### src/dfw_pkg.sv
// shared constants and carrier types for the line filter, change and watchdog block
// assumes a single 200 MHz clock and a plain word-addressed register port
package dfw_pkg;

    localparam int NUM_LINES = 96;
    localparam int NUM_WORDS = 3;
    localparam int ADDR_W = 6;
    localparam int DATA_W = 32;

    // timing
    localparam int CLK_PS = 5000;
    localparam longint FILT_MIN_NS = 400;
    localparam longint FILT_MAX_NS = 200000000;
    localparam longint ALT_FAST_NS = 160;
    localparam longint ALT_MID_NS = 10240;
    localparam longint ALT_SLOW_NS = 5120000;
    localparam longint WD_TICK_NS = 100;
    localparam longint WD_TICK_ALT_NS = 32;
    localparam longint PWRUP_MS = 400;
    localparam longint PWRUP_ALT_MS = 500;

    // half interval in clock cycles, least times rounded up
    localparam int FILT_HALF_MIN = int'((FILT_MIN_NS * 1000 / 2 + CLK_PS - 1) / CLK_PS);
    localparam int FILT_HALF_MAX = int'((FILT_MAX_NS * 1000 / 2 + CLK_PS - 1) / CLK_PS);
    localparam int ALT_HALF_FAST = int'((ALT_FAST_NS * 1000 / 2 + CLK_PS - 1) / CLK_PS);
    localparam int ALT_HALF_MID = int'((ALT_MID_NS * 1000 / 2 + CLK_PS - 1) / CLK_PS);
    localparam int ALT_HALF_SLOW = int'((ALT_SLOW_NS * 1000 / 2 + CLK_PS - 1) / CLK_PS);
    // tick periods rounded down
    localparam int WD_TICK_CYC = int'(WD_TICK_NS * 1000 / CLK_PS);
    localparam int WD_TICK_ALT_CYC = int'(WD_TICK_ALT_NS * 1000 / CLK_PS);
    localparam int PWRUP_CYC = int'(PWRUP_MS * 1000000000 / CLK_PS);
    localparam int PWRUP_ALT_CYC = int'(PWRUP_ALT_MS * 1000000000 / CLK_PS);

    // banked registers: addr[5:2] picks the bank, addr[1:0] the word
    localparam logic [3:0] BANK_DIR = 4'h0;
    localparam logic [3:0] BANK_OUT = 4'h1;
    localparam logic [3:0] BANK_IN = 4'h2;
    localparam logic [3:0] BANK_FEN = 4'h3;
    localparam logic [3:0] BANK_RISE = 4'h4;
    localparam logic [3:0] BANK_FALL = 4'h5;
    localparam logic [3:0] BANK_SEN = 4'h6;
    localparam logic [3:0] BANK_SVAL = 4'h7;
    localparam logic [3:0] BANK_LAST = 4'h7;
    localparam logic [ADDR_W-1:0] ADDR_FDIV = 6'h20;
    localparam logic [ADDR_W-1:0] ADDR_WDTO = 6'h21;
    localparam logic [ADDR_W-1:0] ADDR_CTRL = 6'h22;
    localparam logic [ADDR_W-1:0] ADDR_STAT = 6'h23;

    // control and status bits
    localparam int CTRL_ARM = 0;
    localparam int CTRL_KICK = 1;
    localparam int CTRL_ACK = 2;
    localparam int STAT_CHG = 0;
    localparam int STAT_OVF = 1;
    localparam int STAT_WDX = 2;
    localparam int STAT_ARM = 3;
    localparam int STAT_PU = 4;

    localparam logic [DATA_W-1:0] FDIV_RESET = DATA_W'(FILT_HALF_MIN);
    localparam logic [DATA_W-1:0] WDTO_RESET = 32'hffffffff;

    typedef struct packed {
        logic [ADDR_W-1:0] addr;
        logic [DATA_W-1:0] wdata;
        logic wr;
        logic rd;
    } dfw_bus_req_s;

endpackage : dfw_pkg

### src/dfw_top.sv
// line bank with glitch filter, change detection, power-up states and output watchdog
// assumes host software on a plain register port; pins are resolved by the pad ring
//
// The strobed register port and the register addresses were left to the implementer.
`timescale 1ns/1ps
module dfw_top #(
    parameter bit ALT_VARIANT = 1'b0,
    parameter int PWRUP_CYCLES = dfw_pkg::PWRUP_CYC,
    parameter int PWRUP_CYCLES_ALT = dfw_pkg::PWRUP_ALT_CYC,
    parameter int FILT_HALF_LIMIT = dfw_pkg::FILT_HALF_MAX,
    parameter int ALT_HALF_LONG = dfw_pkg::ALT_HALF_SLOW
) (
    // clock and reset
    input wire logic clock_i,
    input wire logic sys_rst_i,
    // register port
    input wire dfw_pkg::dfw_bus_req_s bus_i,
    output logic [dfw_pkg::DATA_W-1:0] rdata_o,
    // lines
    input wire logic [dfw_pkg::NUM_LINES-1:0] pin_i,
    output logic [dfw_pkg::NUM_LINES-1:0] pin_o,
    output logic [dfw_pkg::NUM_LINES-1:0] pin_oe_o,
    // stored power-up configuration
    input wire logic [dfw_pkg::NUM_LINES-1:0] pwrup_dir_i,
    input wire logic [dfw_pkg::NUM_LINES-1:0] pwrup_val_i,
    // events
    output logic change_irq_o,
    output logic wd_expired_o
);
    import dfw_pkg::*;

    localparam logic [31:0] PU_LAST = 32'(ALT_VARIANT ? PWRUP_CYCLES_ALT - 1 : PWRUP_CYCLES - 1);
    localparam logic [7:0] WD_TICK_LAST =
        8'(ALT_VARIANT ? WD_TICK_ALT_CYC - 1 : WD_TICK_CYC - 1);
    localparam logic [31:0] HALF_MIN = 32'(FILT_HALF_MIN);
    localparam logic [31:0] HALF_MAX = 32'(FILT_HALF_LIMIT);
    localparam logic [31:0] HALF_FAST = 32'(ALT_HALF_FAST);
    localparam logic [31:0] HALF_MID = 32'(ALT_HALF_MID);
    localparam logic [31:0] HALF_LONG = 32'(ALT_HALF_LONG);
    localparam logic [1:0] SEL_FAST = 2'h0;
    localparam logic [1:0] SEL_MID = 2'h1;

    typedef struct packed {
        // software-visible configuration
        logic [NUM_LINES-1:0] dir;
        logic [NUM_LINES-1:0] out;
        logic [NUM_LINES-1:0] filt_en;
        logic [NUM_LINES-1:0] rise_en;
        logic [NUM_LINES-1:0] fall_en;
        logic [NUM_LINES-1:0] safe_en;
        logic [NUM_LINES-1:0] safe_val;
        logic [DATA_W-1:0] fdiv;
        logic [DATA_W-1:0] wd_timeout;
        // filter clock
        logic [DATA_W-1:0] fcnt;
        logic ftick;
        // change detection
        logic [NUM_LINES-1:0] prev_level;
        logic chg;
        logic ovf;
        logic cd_seen;
        // watchdog
        logic armed;
        logic expired;
        logic safe_hold;
        logic [DATA_W-1:0] wd_cnt;
        logic [7:0] wd_tcnt;
        // power-up
        logic [31:0] pu_cnt;
        logic pu_done;
        // registered outputs
        logic [DATA_W-1:0] rdata;
        logic [NUM_LINES-1:0] pin;
        logic [NUM_LINES-1:0] pin_oe;
    } dfw_state_s;

    dfw_state_s q;
    dfw_state_s next_q;

    logic [NUM_LINES-1:0] level;
    logic [NUM_LINES-1:0] rise;
    logic [NUM_LINES-1:0] fall;
    logic [NUM_LINES-1:0] read_mask;
    logic [NUM_LINES-1:0] force_mask;
    logic [DATA_W-1:0] half_cyc;
    logic [3:0] bank;
    logic [1:0] widx;
    logic banked;
    logic wr_ctrl;
    logic ack;
    logic edge_seen;
    logic wd_tick;

    function automatic logic [DATA_W-1:0] word_of(
        input logic [NUM_LINES-1:0] vec,
        input logic [1:0] idx
    );
        word_of = vec[idx * DATA_W +: DATA_W];
    endfunction : word_of

    function automatic logic [NUM_LINES-1:0] put_word(
        input logic [NUM_LINES-1:0] vec,
        input logic [1:0] idx,
        input logic [DATA_W-1:0] data
    );
        logic [NUM_LINES-1:0] res;
        res = vec;
        res[idx * DATA_W +: DATA_W] = data;
        put_word = res;
    endfunction : put_word

    dfw_filter u_filter (
        .clock_i(clock_i),
        .sys_rst_i(sys_rst_i),
        .pin_i(pin_i),
        .filt_en_i(q.filt_en),
        .filt_tick_i(q.ftick),
        .level_o(level)
    );

    always_comb begin
        next_q = q;
        bank = bus_i.addr[5:2];
        widx = bus_i.addr[1:0];
        banked = (bank <= BANK_LAST) && (widx < 2'(NUM_WORDS));
        wr_ctrl = bus_i.wr && (bus_i.addr == ADDR_CTRL);
        ack = wr_ctrl && bus_i.wdata[CTRL_ACK];

        // filter clock period is half the chosen interval
        if (ALT_VARIANT) begin
            if (q.fdiv[1:0] == SEL_FAST) begin
                half_cyc = HALF_FAST;
            end else if (q.fdiv[1:0] == SEL_MID) begin
                half_cyc = HALF_MID;
            end else begin
                half_cyc = HALF_LONG;
            end
        end else if (q.fdiv < HALF_MIN) begin
            half_cyc = HALF_MIN;
        end else if (q.fdiv > HALF_MAX) begin
            half_cyc = HALF_MAX;
        end else begin
            half_cyc = q.fdiv;
        end
        if (q.fcnt >= half_cyc - 32'h1) begin
            next_q.fcnt = '0;
            next_q.ftick = 1'b1;
        end else begin
            next_q.fcnt = q.fcnt + 32'h1;
            next_q.ftick = 1'b0;
        end

        // edges seen on conditioned levels only
        next_q.prev_level = level;
        rise = level & ~q.prev_level & q.rise_en;
        fall = ~level & q.prev_level & q.fall_en;
        edge_seen = |(rise | fall);
        // one flag for all lines; the host reads the levels itself
        next_q.chg = edge_seen | (q.chg & ~ack);
        next_q.ovf = (edge_seen & q.chg & ~ack) | (q.ovf & ~ack);
        next_q.cd_seen = edge_seen | q.cd_seen;

        // watchdog tick prescaler
        wd_tick = (q.wd_tcnt == WD_TICK_LAST);
        next_q.wd_tcnt = wd_tick ? 8'h0 : q.wd_tcnt + 8'h1;
        if (wr_ctrl) begin
            if (!bus_i.wdata[CTRL_ARM]) begin
                next_q.armed = 1'b0;
                next_q.expired = 1'b0;
            end else if (!q.armed) begin
                next_q.armed = 1'b1;
                next_q.wd_cnt = q.wd_timeout;
            end
            if (bus_i.wdata[CTRL_KICK] && q.armed && !q.expired) begin
                next_q.wd_cnt = q.wd_timeout;
            end
        end else if (q.armed && !q.expired && wd_tick) begin
            if (q.wd_cnt == '0) begin
                next_q.expired = 1'b1;
                next_q.safe_hold = 1'b1;
            end else begin
                next_q.wd_cnt = q.wd_cnt - 32'h1;
            end
        end

        // register writes
        if (bus_i.wr && banked) begin
            if (bank == BANK_DIR) begin
                if (!q.expired) begin
                    next_q.dir = put_word(q.dir, widx, bus_i.wdata);
                end
            end else if (bank == BANK_OUT) begin
                if (!q.expired) begin
                    next_q.out = put_word(q.out, widx, bus_i.wdata);
                    // a fresh value after disarm releases the safe states
                    next_q.safe_hold = 1'b0;
                end
            end else if (bank == BANK_FEN) begin
                next_q.filt_en = put_word(q.filt_en, widx, bus_i.wdata);
            end else if (bank == BANK_RISE) begin
                next_q.rise_en = put_word(q.rise_en, widx, bus_i.wdata);
                next_q.cd_seen = edge_seen;
            end else if (bank == BANK_FALL) begin
                next_q.fall_en = put_word(q.fall_en, widx, bus_i.wdata);
                next_q.cd_seen = edge_seen;
            end else if (bank == BANK_SEN) begin
                next_q.safe_en = put_word(q.safe_en, widx, bus_i.wdata);
            end else if (bank == BANK_SVAL) begin
                next_q.safe_val = put_word(q.safe_val, widx, bus_i.wdata);
            end
        end else if (bus_i.wr && bus_i.addr == ADDR_FDIV) begin
            next_q.fdiv = bus_i.wdata;
        end else if (bus_i.wr && bus_i.addr == ADDR_WDTO) begin
            next_q.wd_timeout = bus_i.wdata;
        end

        // power-up states land once the settling time has run
        if (!q.pu_done) begin
            if (q.pu_cnt == PU_LAST) begin
                next_q.pu_done = 1'b1;
                next_q.dir = pwrup_dir_i;
                next_q.out = pwrup_val_i;
            end else begin
                next_q.pu_cnt = q.pu_cnt + 32'h1;
            end
        end

        // change-watched lines stay hidden until an interrupt has fired
        read_mask = ~((q.rise_en | q.fall_en) & {NUM_LINES{~q.cd_seen}});
        next_q.rdata = '0;
        if (bus_i.rd && banked) begin
            if (bank == BANK_DIR) begin
                next_q.rdata = word_of(q.dir, widx);
            end else if (bank == BANK_OUT) begin
                next_q.rdata = word_of(q.out, widx);
            end else if (bank == BANK_IN) begin
                next_q.rdata = word_of(level & read_mask, widx);
            end else if (bank == BANK_FEN) begin
                next_q.rdata = word_of(q.filt_en, widx);
            end else if (bank == BANK_RISE) begin
                next_q.rdata = word_of(q.rise_en, widx);
            end else if (bank == BANK_FALL) begin
                next_q.rdata = word_of(q.fall_en, widx);
            end else if (bank == BANK_SEN) begin
                next_q.rdata = word_of(q.safe_en, widx);
            end else begin
                next_q.rdata = word_of(q.safe_val, widx);
            end
        end else if (bus_i.rd && bus_i.addr == ADDR_FDIV) begin
            next_q.rdata = q.fdiv;
        end else if (bus_i.rd && bus_i.addr == ADDR_WDTO) begin
            next_q.rdata = q.wd_timeout;
        end else if (bus_i.rd && bus_i.addr == ADDR_CTRL) begin
            next_q.rdata[CTRL_ARM] = q.armed;
        end else if (bus_i.rd && bus_i.addr == ADDR_STAT) begin
            next_q.rdata[STAT_CHG] = q.chg;
            next_q.rdata[STAT_OVF] = q.ovf;
            next_q.rdata[STAT_WDX] = q.expired;
            next_q.rdata[STAT_ARM] = q.armed;
            next_q.rdata[STAT_PU] = q.pu_done;
        end

        // safe states override; the alternative part leaves input lines floating
        if (!q.safe_hold) begin
            force_mask = '0;
        end else if (ALT_VARIANT) begin
            force_mask = q.safe_en & q.dir;
        end else begin
            force_mask = q.safe_en;
        end
        next_q.pin = (q.out & ~force_mask) | (q.safe_val & force_mask);
        // all lines stay inputs until power-up states are applied
        next_q.pin_oe = q.pu_done ? (q.dir | force_mask) : '0;
    end

    always_ff @(posedge clock_i) begin
        if (sys_rst_i) begin
            q <= '0;
            q.fdiv <= FDIV_RESET;
            q.wd_timeout <= WDTO_RESET;
        end else begin
            q <= next_q;
        end
    end

    assign rdata_o = q.rdata;
    assign pin_o = q.pin;
    assign pin_oe_o = q.pin_oe;
    assign change_irq_o = q.chg;
    assign wd_expired_o = q.expired;

endmodule : dfw_top

### src/dfw_filter.sv
// per-line input synchroniser and glitch filter
// assumes filt_tick_i is a one-cycle pulse once per half filter interval
`timescale 1ns/1ps
module dfw_filter (
    // clock and reset
    input wire logic clock_i,
    input wire logic sys_rst_i,
    // raw pins and control
    input wire logic [dfw_pkg::NUM_LINES-1:0] pin_i,
    input wire logic [dfw_pkg::NUM_LINES-1:0] filt_en_i,
    input wire logic filt_tick_i,
    // conditioned levels
    output logic [dfw_pkg::NUM_LINES-1:0] level_o
);
    import dfw_pkg::*;

    typedef struct packed {
        logic [NUM_LINES-1:0] s1;
        logic [NUM_LINES-1:0] s2;
        logic [NUM_LINES-1:0] s3;
        logic [NUM_LINES-1:0] clean;
        logic [NUM_LINES-1:0] moved;
        logic [NUM_LINES-1:0] filt;
        logic [NUM_LINES-1:0] level;
    } dfw_filt_state_s;

    dfw_filt_state_s q;
    dfw_filt_state_s next_q;
    logic [NUM_LINES-1:0] moved_now;

    always_comb begin
        next_q = q;
        next_q.s1 = pin_i;
        next_q.s2 = q.s1;
        next_q.s3 = q.s2;
        // accept a raw change only once the last two stages agree on every line at once
        next_q.clean = (q.s2 == q.s3) ? q.s3 : q.clean;
        moved_now = q.moved | (next_q.clean ^ q.clean);
        if (filt_tick_i) begin
            // a line that held still for a whole tick period takes its new level
            next_q.filt = (q.filt & moved_now) | (q.clean & ~moved_now);
            next_q.moved = '0;
        end else begin
            next_q.moved = moved_now;
        end
        // same path for both edge directions
        next_q.level = (filt_en_i & next_q.filt) | (~filt_en_i & next_q.clean);
    end

    always_ff @(posedge clock_i) begin
        if (sys_rst_i) begin
            q <= '0;
        end else begin
            q <= next_q;
        end
    end

    assign level_o = q.level;

endmodule : dfw_filter

### config.mk
export PLATFORM = sky130hd
export DESIGN_NAME = dfw_top
export DESIGN_NICKNAME = d
export VERILOG_FILES = /design/src/dfw_pkg.sv /design/src/dfw_top.sv /design/src/dfw_filter.sv
export SDC_FILE = /design/constraint.sdc
export NUM_CORES = 2
export LEC_CHECK = 0
export BUFFER_PORTS_ARGS = -buffer_cell sky130_fd_sc_hd__buf_2
export CAP_MARGIN = 20
export CORE_ASPECT_RATIO = 1.5
export CORE_MARGIN = 2
export CORE_UTILIZATION = 30
export DETAILED_ROUTE_END_ITERATION = 10
export PLACE_DENSITY = 0.47
export SETUP_SLACK_MARGIN = 0.4
export SLEW_MARGIN = 20
export SYNTH_ARGS = -nofsm -noshare
export SYNTH_HDL_FRONTEND = slang
export SYNTH_HIERARCHICAL = 1
export SYNTH_SLANG_ARGS = --single-unit
### constraint.sdc
create_clock -name clock_i -period 3.76 [get_ports clock_i]
set_clock_uncertainty 0.15 [all_clocks]
set_input_delay 1.128 -clock clock_i [delete_from_list [all_inputs] [get_ports clock_i]]
set_output_delay 1.128 -clock clock_i [all_outputs]
set_load 0.005 [all_outputs]
Yosys cells after proc, flatten, opt, wreduce, memory -nomap -nowiden
Index checks and enable logic that the tools add are counted.
{"block": "classes", "bitwise": 45, "order_cmp": 5, "reduce_logical": 35, "n_eq_ne": 18, "n_addsub": 6, "mux": 68, "shift": 10}
{"cell": "$mux W96", "n": 13}
{"cell": "$and A96 B96 Y96", "n": 12}
{"cell": "$shiftx A96 B8 Y32", "n": 8}
{"cell": "$bwmux W96", "n": 7}
{"cell": "$mux W672", "n": 1}
{"cell": "$or A96 B96 Y96", "n": 7}
{"cell": "$mux W192", "n": 3}
{"cell": "$mux W576", "n": 1}
{"cell": "$not A96 Y96", "n": 6}
{"cell": "$mux W32", "n": 16}
{"cell": "$mux W480", "n": 1}
{"cell": "$mux W384", "n": 1}
{"cell": "$mux W288", "n": 1}
{"cell": "$eq A96 B96 Y1", "n": 1}
{"cell": "$reduce_or A96 Y1", "n": 1}
{"cell": "$shift A32 B34 Y96 const A", "n": 1}
{"cell": "$shiftx A32 B34 Y96", "n": 1}
{"cell": "$xor A96 B96 Y96", "n": 1}
{"cell": "$add A32 B1 Y32 const B", "n": 2}
{"cell": "$sub A32 B1 Y32 const B", "n": 2}
{"cell": "$mux W34", "n": 1}
{"cell": "$neg A7 Y34", "n": 1}
{"cell": "$eq A32 B27 Y1 const B", "n": 1}
{"cell": "$ge A32 B32 Y1", "n": 1}
{"cell": "other kinds (33)", "n": 97}
{"block": "word_totals", "register_bits": 1840, "out_inout_bits": 226, "in_bits": 330}

Logic depth before layout (Yosys ltp)
{"block": "logic_depth", "depth_word": 13, "depth_mapped": 21}

By module
Netlist, hierarchy kept.
{"mod": "dfw_top", "cells_per_inst": 7348, "n_inst": 1, "area_each_um2": 54980.2}
{"mod": "dfw_filter", "cells_per_inst": 3085, "n_inst": 1, "area_each_um2": 28284.6}

Worst setup path before layout
OpenSTA, ideal clock, no wires.
{"block": "synth_timing", "path_type": "flip-flop to flip-flop", "from": "register q[486] in the netlist's numbering", "to": "register q[423] in the netlist's numbering", "arrival_time_ps": 3890, "period_less_slack_ps": 4172, "n_path_buf": 1, "slack_ps": -412, "setup_ps": 132, "stages_incl_launch_ff": 18, "t_required_ps": 3478, "cell_sequence": "dfxtp_1 -> or2_2 -> or4_4 -> or3_1 -> and2_1 -> nand2_1 -> ha_1 -> nand2_1 -> nor4_1 -> xor2_1 -> nor2_1 -> ha_1 -> nand4_1 -> nor2_1 -> o311ai_0 -> a31oi_1 -> clkbuf_1 -> nor3_1"}
{"block": "synth_via", "elab_chain_cells": 6}
{"element": "from (decl)", "line_no": "dfw_top.sv:77", "rtl": "dfw_state_s q;"}
{"element": "from (signal assigned)", "line_no": "dfw_top.sv:282", "rtl": "q <= next_q;"}
{"element": "$gt A32 B25 Y1", "line_no": "dfw_top.sv:140", "rtl": "end else if (q.fdiv > HALF_MAX) begin"}
{"element": "$mux W32", "line_no": "dfw_top.sv:140"}
{"element": "$mux W32 *", "line_no": "dfw_top.sv:138", "rtl": "end else if (q.fdiv < HALF_MIN) begin"}
{"element": "$sub A32 B1 Y32 *", "line_no": "dfw_top.sv:145", "rtl": "if (q.fcnt >= half_cyc - 32'h1) begin"}
{"element": "$ge A32 B32 Y1 *", "line_no": "dfw_top.sv:145"}
{"element": "$reduce_or A2 Y1 (no line) *"}
Every way passes the cells marked *; elsewhere a longest branch is shown, timed or not.
A chain may end at the register's enable or synchronous reset.

Worst setup path in the final report
{"block": "layout_timing", "from": "register q[487] in the netlist's numbering", "to": "register q[403] in the netlist's numbering"}
The elaborated chain is that of the path after synthesis.

==> summary.md <==
| Metric | Value |
|---|---|
| Status | complete, but fails checks |
| Violated checks | negative setup slack |
| Vias per cell | 5.36 |
| DP Worst Slack | -563 ps |
| CTS Sinks | 1840 |
| R2R cell count | 18 |
| Hold depth | 1 |
| Share of layout cells above drive strength 1 | 0.151 |
| Setup_tns | -15380 ps |
| Core Area | 0.276 mm^2 |
| Largest family of logic cells by synthesized area | simple AND/OR/NAND/NOR gates |
| RR Endpoint | q[403]$_SDFF_PP0_ |
| Min cycle time layout | 4280 ps |
| Routed Antenna Nets | 0 |
| DR DRC count | 0 |
| Post-Layout Cell Count | 14700 |
| I/O pins | 556 |
| Worst skew pair latency | 890 ps |
| Placer's final routability congestion estimate | 1.01 |
| Hold path start | u_filter/next_q[535]$_SDFF_PP0_ |
| Total grt overflow | 0 |
| CTS tree | done |
| CP top delay family | simple AND/OR/NAND/NOR gates |
| Final period util | 1.14 |
| DP Wirelength | 316000 um |
| Yosys top cell by area | dfxtp_1 |
| CP peak stage delay | 450 ps |
| Min-Delay Endpoint | u_filter/next_q[439]$_SDFF_PP0_ |
| Syn Inst Count | 10400 |
| Die H | 649 um |
| Startpoint Class | flop |
| Largest net degree at the start of global routing | 191 |
| CTS max path bufs | 4 |
| Post-synthesis mux area share | 0.0276 |
| Syn Area/Cell | 7.98 um^2 |
| Pwr/cell area | 436 mW/mm^2 |
| # port buffers | 555 |
| CP Capture Type | flop |
| Reg2reg start | q[487]$_SDFFE_PP0P_ |
| CP bufs+invs | 3 |
| Max Slew Vio Count | 0 |
| Max-slew headroom | 0.233 |
| Post-route cell area | 0.0989 mm^2 |
| Finish-stage setup viols | 33 |
| HP Class | flop to flop |
| Placed cell count | 14200 |
| Maxcap violations | 0 |
| YS warnings | 6 |
| First-pass GRT wire length | 569000 um |
| WS Path Type | flop to flop |
| Initial core utilization | 0.302 |
| Mapped cell area | 0.0833 mm^2 |
| Setup ws final | -516 ps |
| EDFF count, synth | 0 |
| Arrival time at the worst endpoint | 4900 ps |
| Post-synthesis simple-gate area fraction | 0.251 |
| Drt wl/cell | 28.5 um |
| Root Buffer Master | clkbuf_16 |
| Die W | 434 um |
| Compound-Gate Fraction of Synth Area | 0.175 |
| R2R setup slack | -520 ps |
| Crit path cell chain | or2_4, or4_4, or3_4, and2_4, nand2_4, ha_4, nand2_8, buf_12, nor3_4, xor2_1, nand2_1, ha_1, a21o_1, a211oi_4, a31oi_4, buf_6, buf_12, nor4_2 |
| Die footprint | 0.282 mm^2 |
| Final hold vios | 0 |
| Post-CTS Hold Buffers | 0 |
| Floorplan row count | 236 |
| Placed cell areas | 0.0914 mm^2 |
| Num CTS Buffers | 199 |
| Most frequent cells in the layout | dfxtp_1 (1832), nor2_1 (1802), nand2_1 (1036), a21oi_1 (948), buf_2 (553) |
| Final wirelength | 418000 um |
| Static Leak | 34.9 nW |
| Yosys reg bits | 1840 |
| Vias in the first global route | 73800 |
| Nets | 11100 |
| Register area share after synthesis | 0.442 |
| Crit path max fanout | 11 |
| Synth Flop Type | dfxtp_1 |
| RSZ-0062 raised after global routing | yes |
| Initial antenna violation count | 63 |
| Crit-path most repeated cell | buf_12 |
| Reg clk slew, reported paths | 60 ps |
| Worst Path Required | 4380 ps |
| Leading cell type in the layout, fill and taps excluded | dfxtp_1 |
| Total Routing Usage GR | 0.281 |
| Peak supply drop | 0.367 mV |
| Area fraction of the dominant cell type after synthesis | 0.442 |
| Netlist cell types | 79 |
| Layout area overhead | 18.8% |
| Drt first-iter violations | 8695 |
| FFs w/ async S/R, synth | 0 |
| H-tree levels | 4 |
| Worst path slowest cell | or4_4 |
| Drt pass-1 iters | 6 |
| Adder-cell area share of the yosys netlist | 0.00646 |
| Ranking of synthesized cells by area | dfxtp_1 (44%), nor2_1 (8.2%), a21oi_1 (5.7%) |
| Vias | 78700 |
| Max Clock Freq | 234 MHz |
| Xor/xnor share of the synthesized area | 0.0290 |
| Measured slew at the worst slew-check pin | 1140 ps |
## worst reg2reg max path: stages, from the launching register on
cell	delay [ps]
dfxtp_2	320
or2_4	250
or4_4	450
or3_4	390
and2_4	180
nand2_4	90
ha_4	170
nand2_8	80
buf_12	150
nor3_4	150
xor2_1	180
nand2_1	80
ha_1	310
a21o_1	210
a211oi_4	320
a31oi_4	120
buf_6	160
buf_12	150
nor4_2	240
## power breakdown
group | internal [W] | switching (W)
clock | 0.0122 | 0.00878
combinational | 0.000800 | 0.00162
sequential | 0.0196 | 0.000148
total | 0.0326 | 0.0105
## metal layers
metal  vias to the layer above  track usage  routed length, um
met2                      3426        0.443             185000
met1                     38200        0.342             164000
li1                      36200            -                  -
met4                        22        0.215              40500
met3                       813       0.0437              27600
met5                         -            0                136
## Yosys cell counts (all sizes together), types with 4 or more instances
cell	number
nand3	178
nor2	1808
a221oi	31
nor4	74
nor4b	10
nor2b	389
a211oi	327
clkbuf	607
o21ai	537
inv	114
o311ai	97
nand4	70
o2bb2ai	96
or2	7
ha	43
and2	20
o21a	4
a21oi	953
xor2	140
o211ai	19
o221a	4
o221ai	9
o31ai	7
a32o	12
nor3b	103
nand2b	294
nand2	1062
or3	23
xnor2	136
a21o	8
buf	438
nor3	330
a32oi	4
or4	9
a31oi	13
and4	10
o22ai	147
a311oi	86
mux2i	230
dfxtp	1840
and3	24
nand3b	90
## per-stage QoR
| step | power (W) | hold slack, ps | utilization |
|---|---|---|---|
| after global placement | 0.0226 | 276 | 0.331 |
| after global routing | 0.0443 | 283 | 0.358 |
| after detailed placement | 0.0226 | 272 | 0.331 |
| final | 0.0432 | 282 | 0.359 |
| after floorplan | 0.0212 | 264 | - |
| after CTS | 0.0436 | 235 | 0.357 |
## how the worst max path moves through the flow
stage	start	endpoint	slack, ps	cells past startpoint
CTS	q[487]$_SDFFE_PP0P_	q[402]$_SDFF_PP0_	-510	18
finish	q[487]$_SDFFE_PP0P_	q[403]$_SDFF_PP0_	-520	18
detailed placement	q[487]$_SDFFE_PP0P_	q[404]$_SDFF_PP0_	-560	19
global route	q[487]$_SDFFE_PP0P_	q[420]$_SDFF_PP0_	-600	20
floorplan	q[487]$_SDFFE_PP0P_	q[405]$_SDFF_PP0_	-130	18
global placement	q[487]$_SDFFE_PP0P_	q[418]$_SDFF_PP0_	-580	19
## repair_timing
item                       4_1_cts  5_1_grt
gates cloned                     2        2
setup buffers                    5       10
resized for setup               40       31
pin swaps                       23       22
setup endpoints to repair       37       60
## kinds of logic (layout without fill, tap and decap cells)
kind of cell               after synthesis  after routing
AOI/OAI and AO/OA                     2369           2369
muxes                                  230            230
xor gates and xnor gates               276            276
other                                    1             87
adders and majority gates               43             43
DFF                                   1840           1840
and+or+nand+nor                       4513           4515
buffers and inverters                 1161           1620
## area by class of cell
class	instances	area, um^2
fillers	28800	177000
multi-input cells	7440	41400
flip-flops and latches	1840	36800
repair buffers	1155	8700
clock buffers	271	5640
well taps	3689	4620
clock inverters	78	1080
inverters	116	440
diodes	80	200
Power figures use the tool's default switching activity.
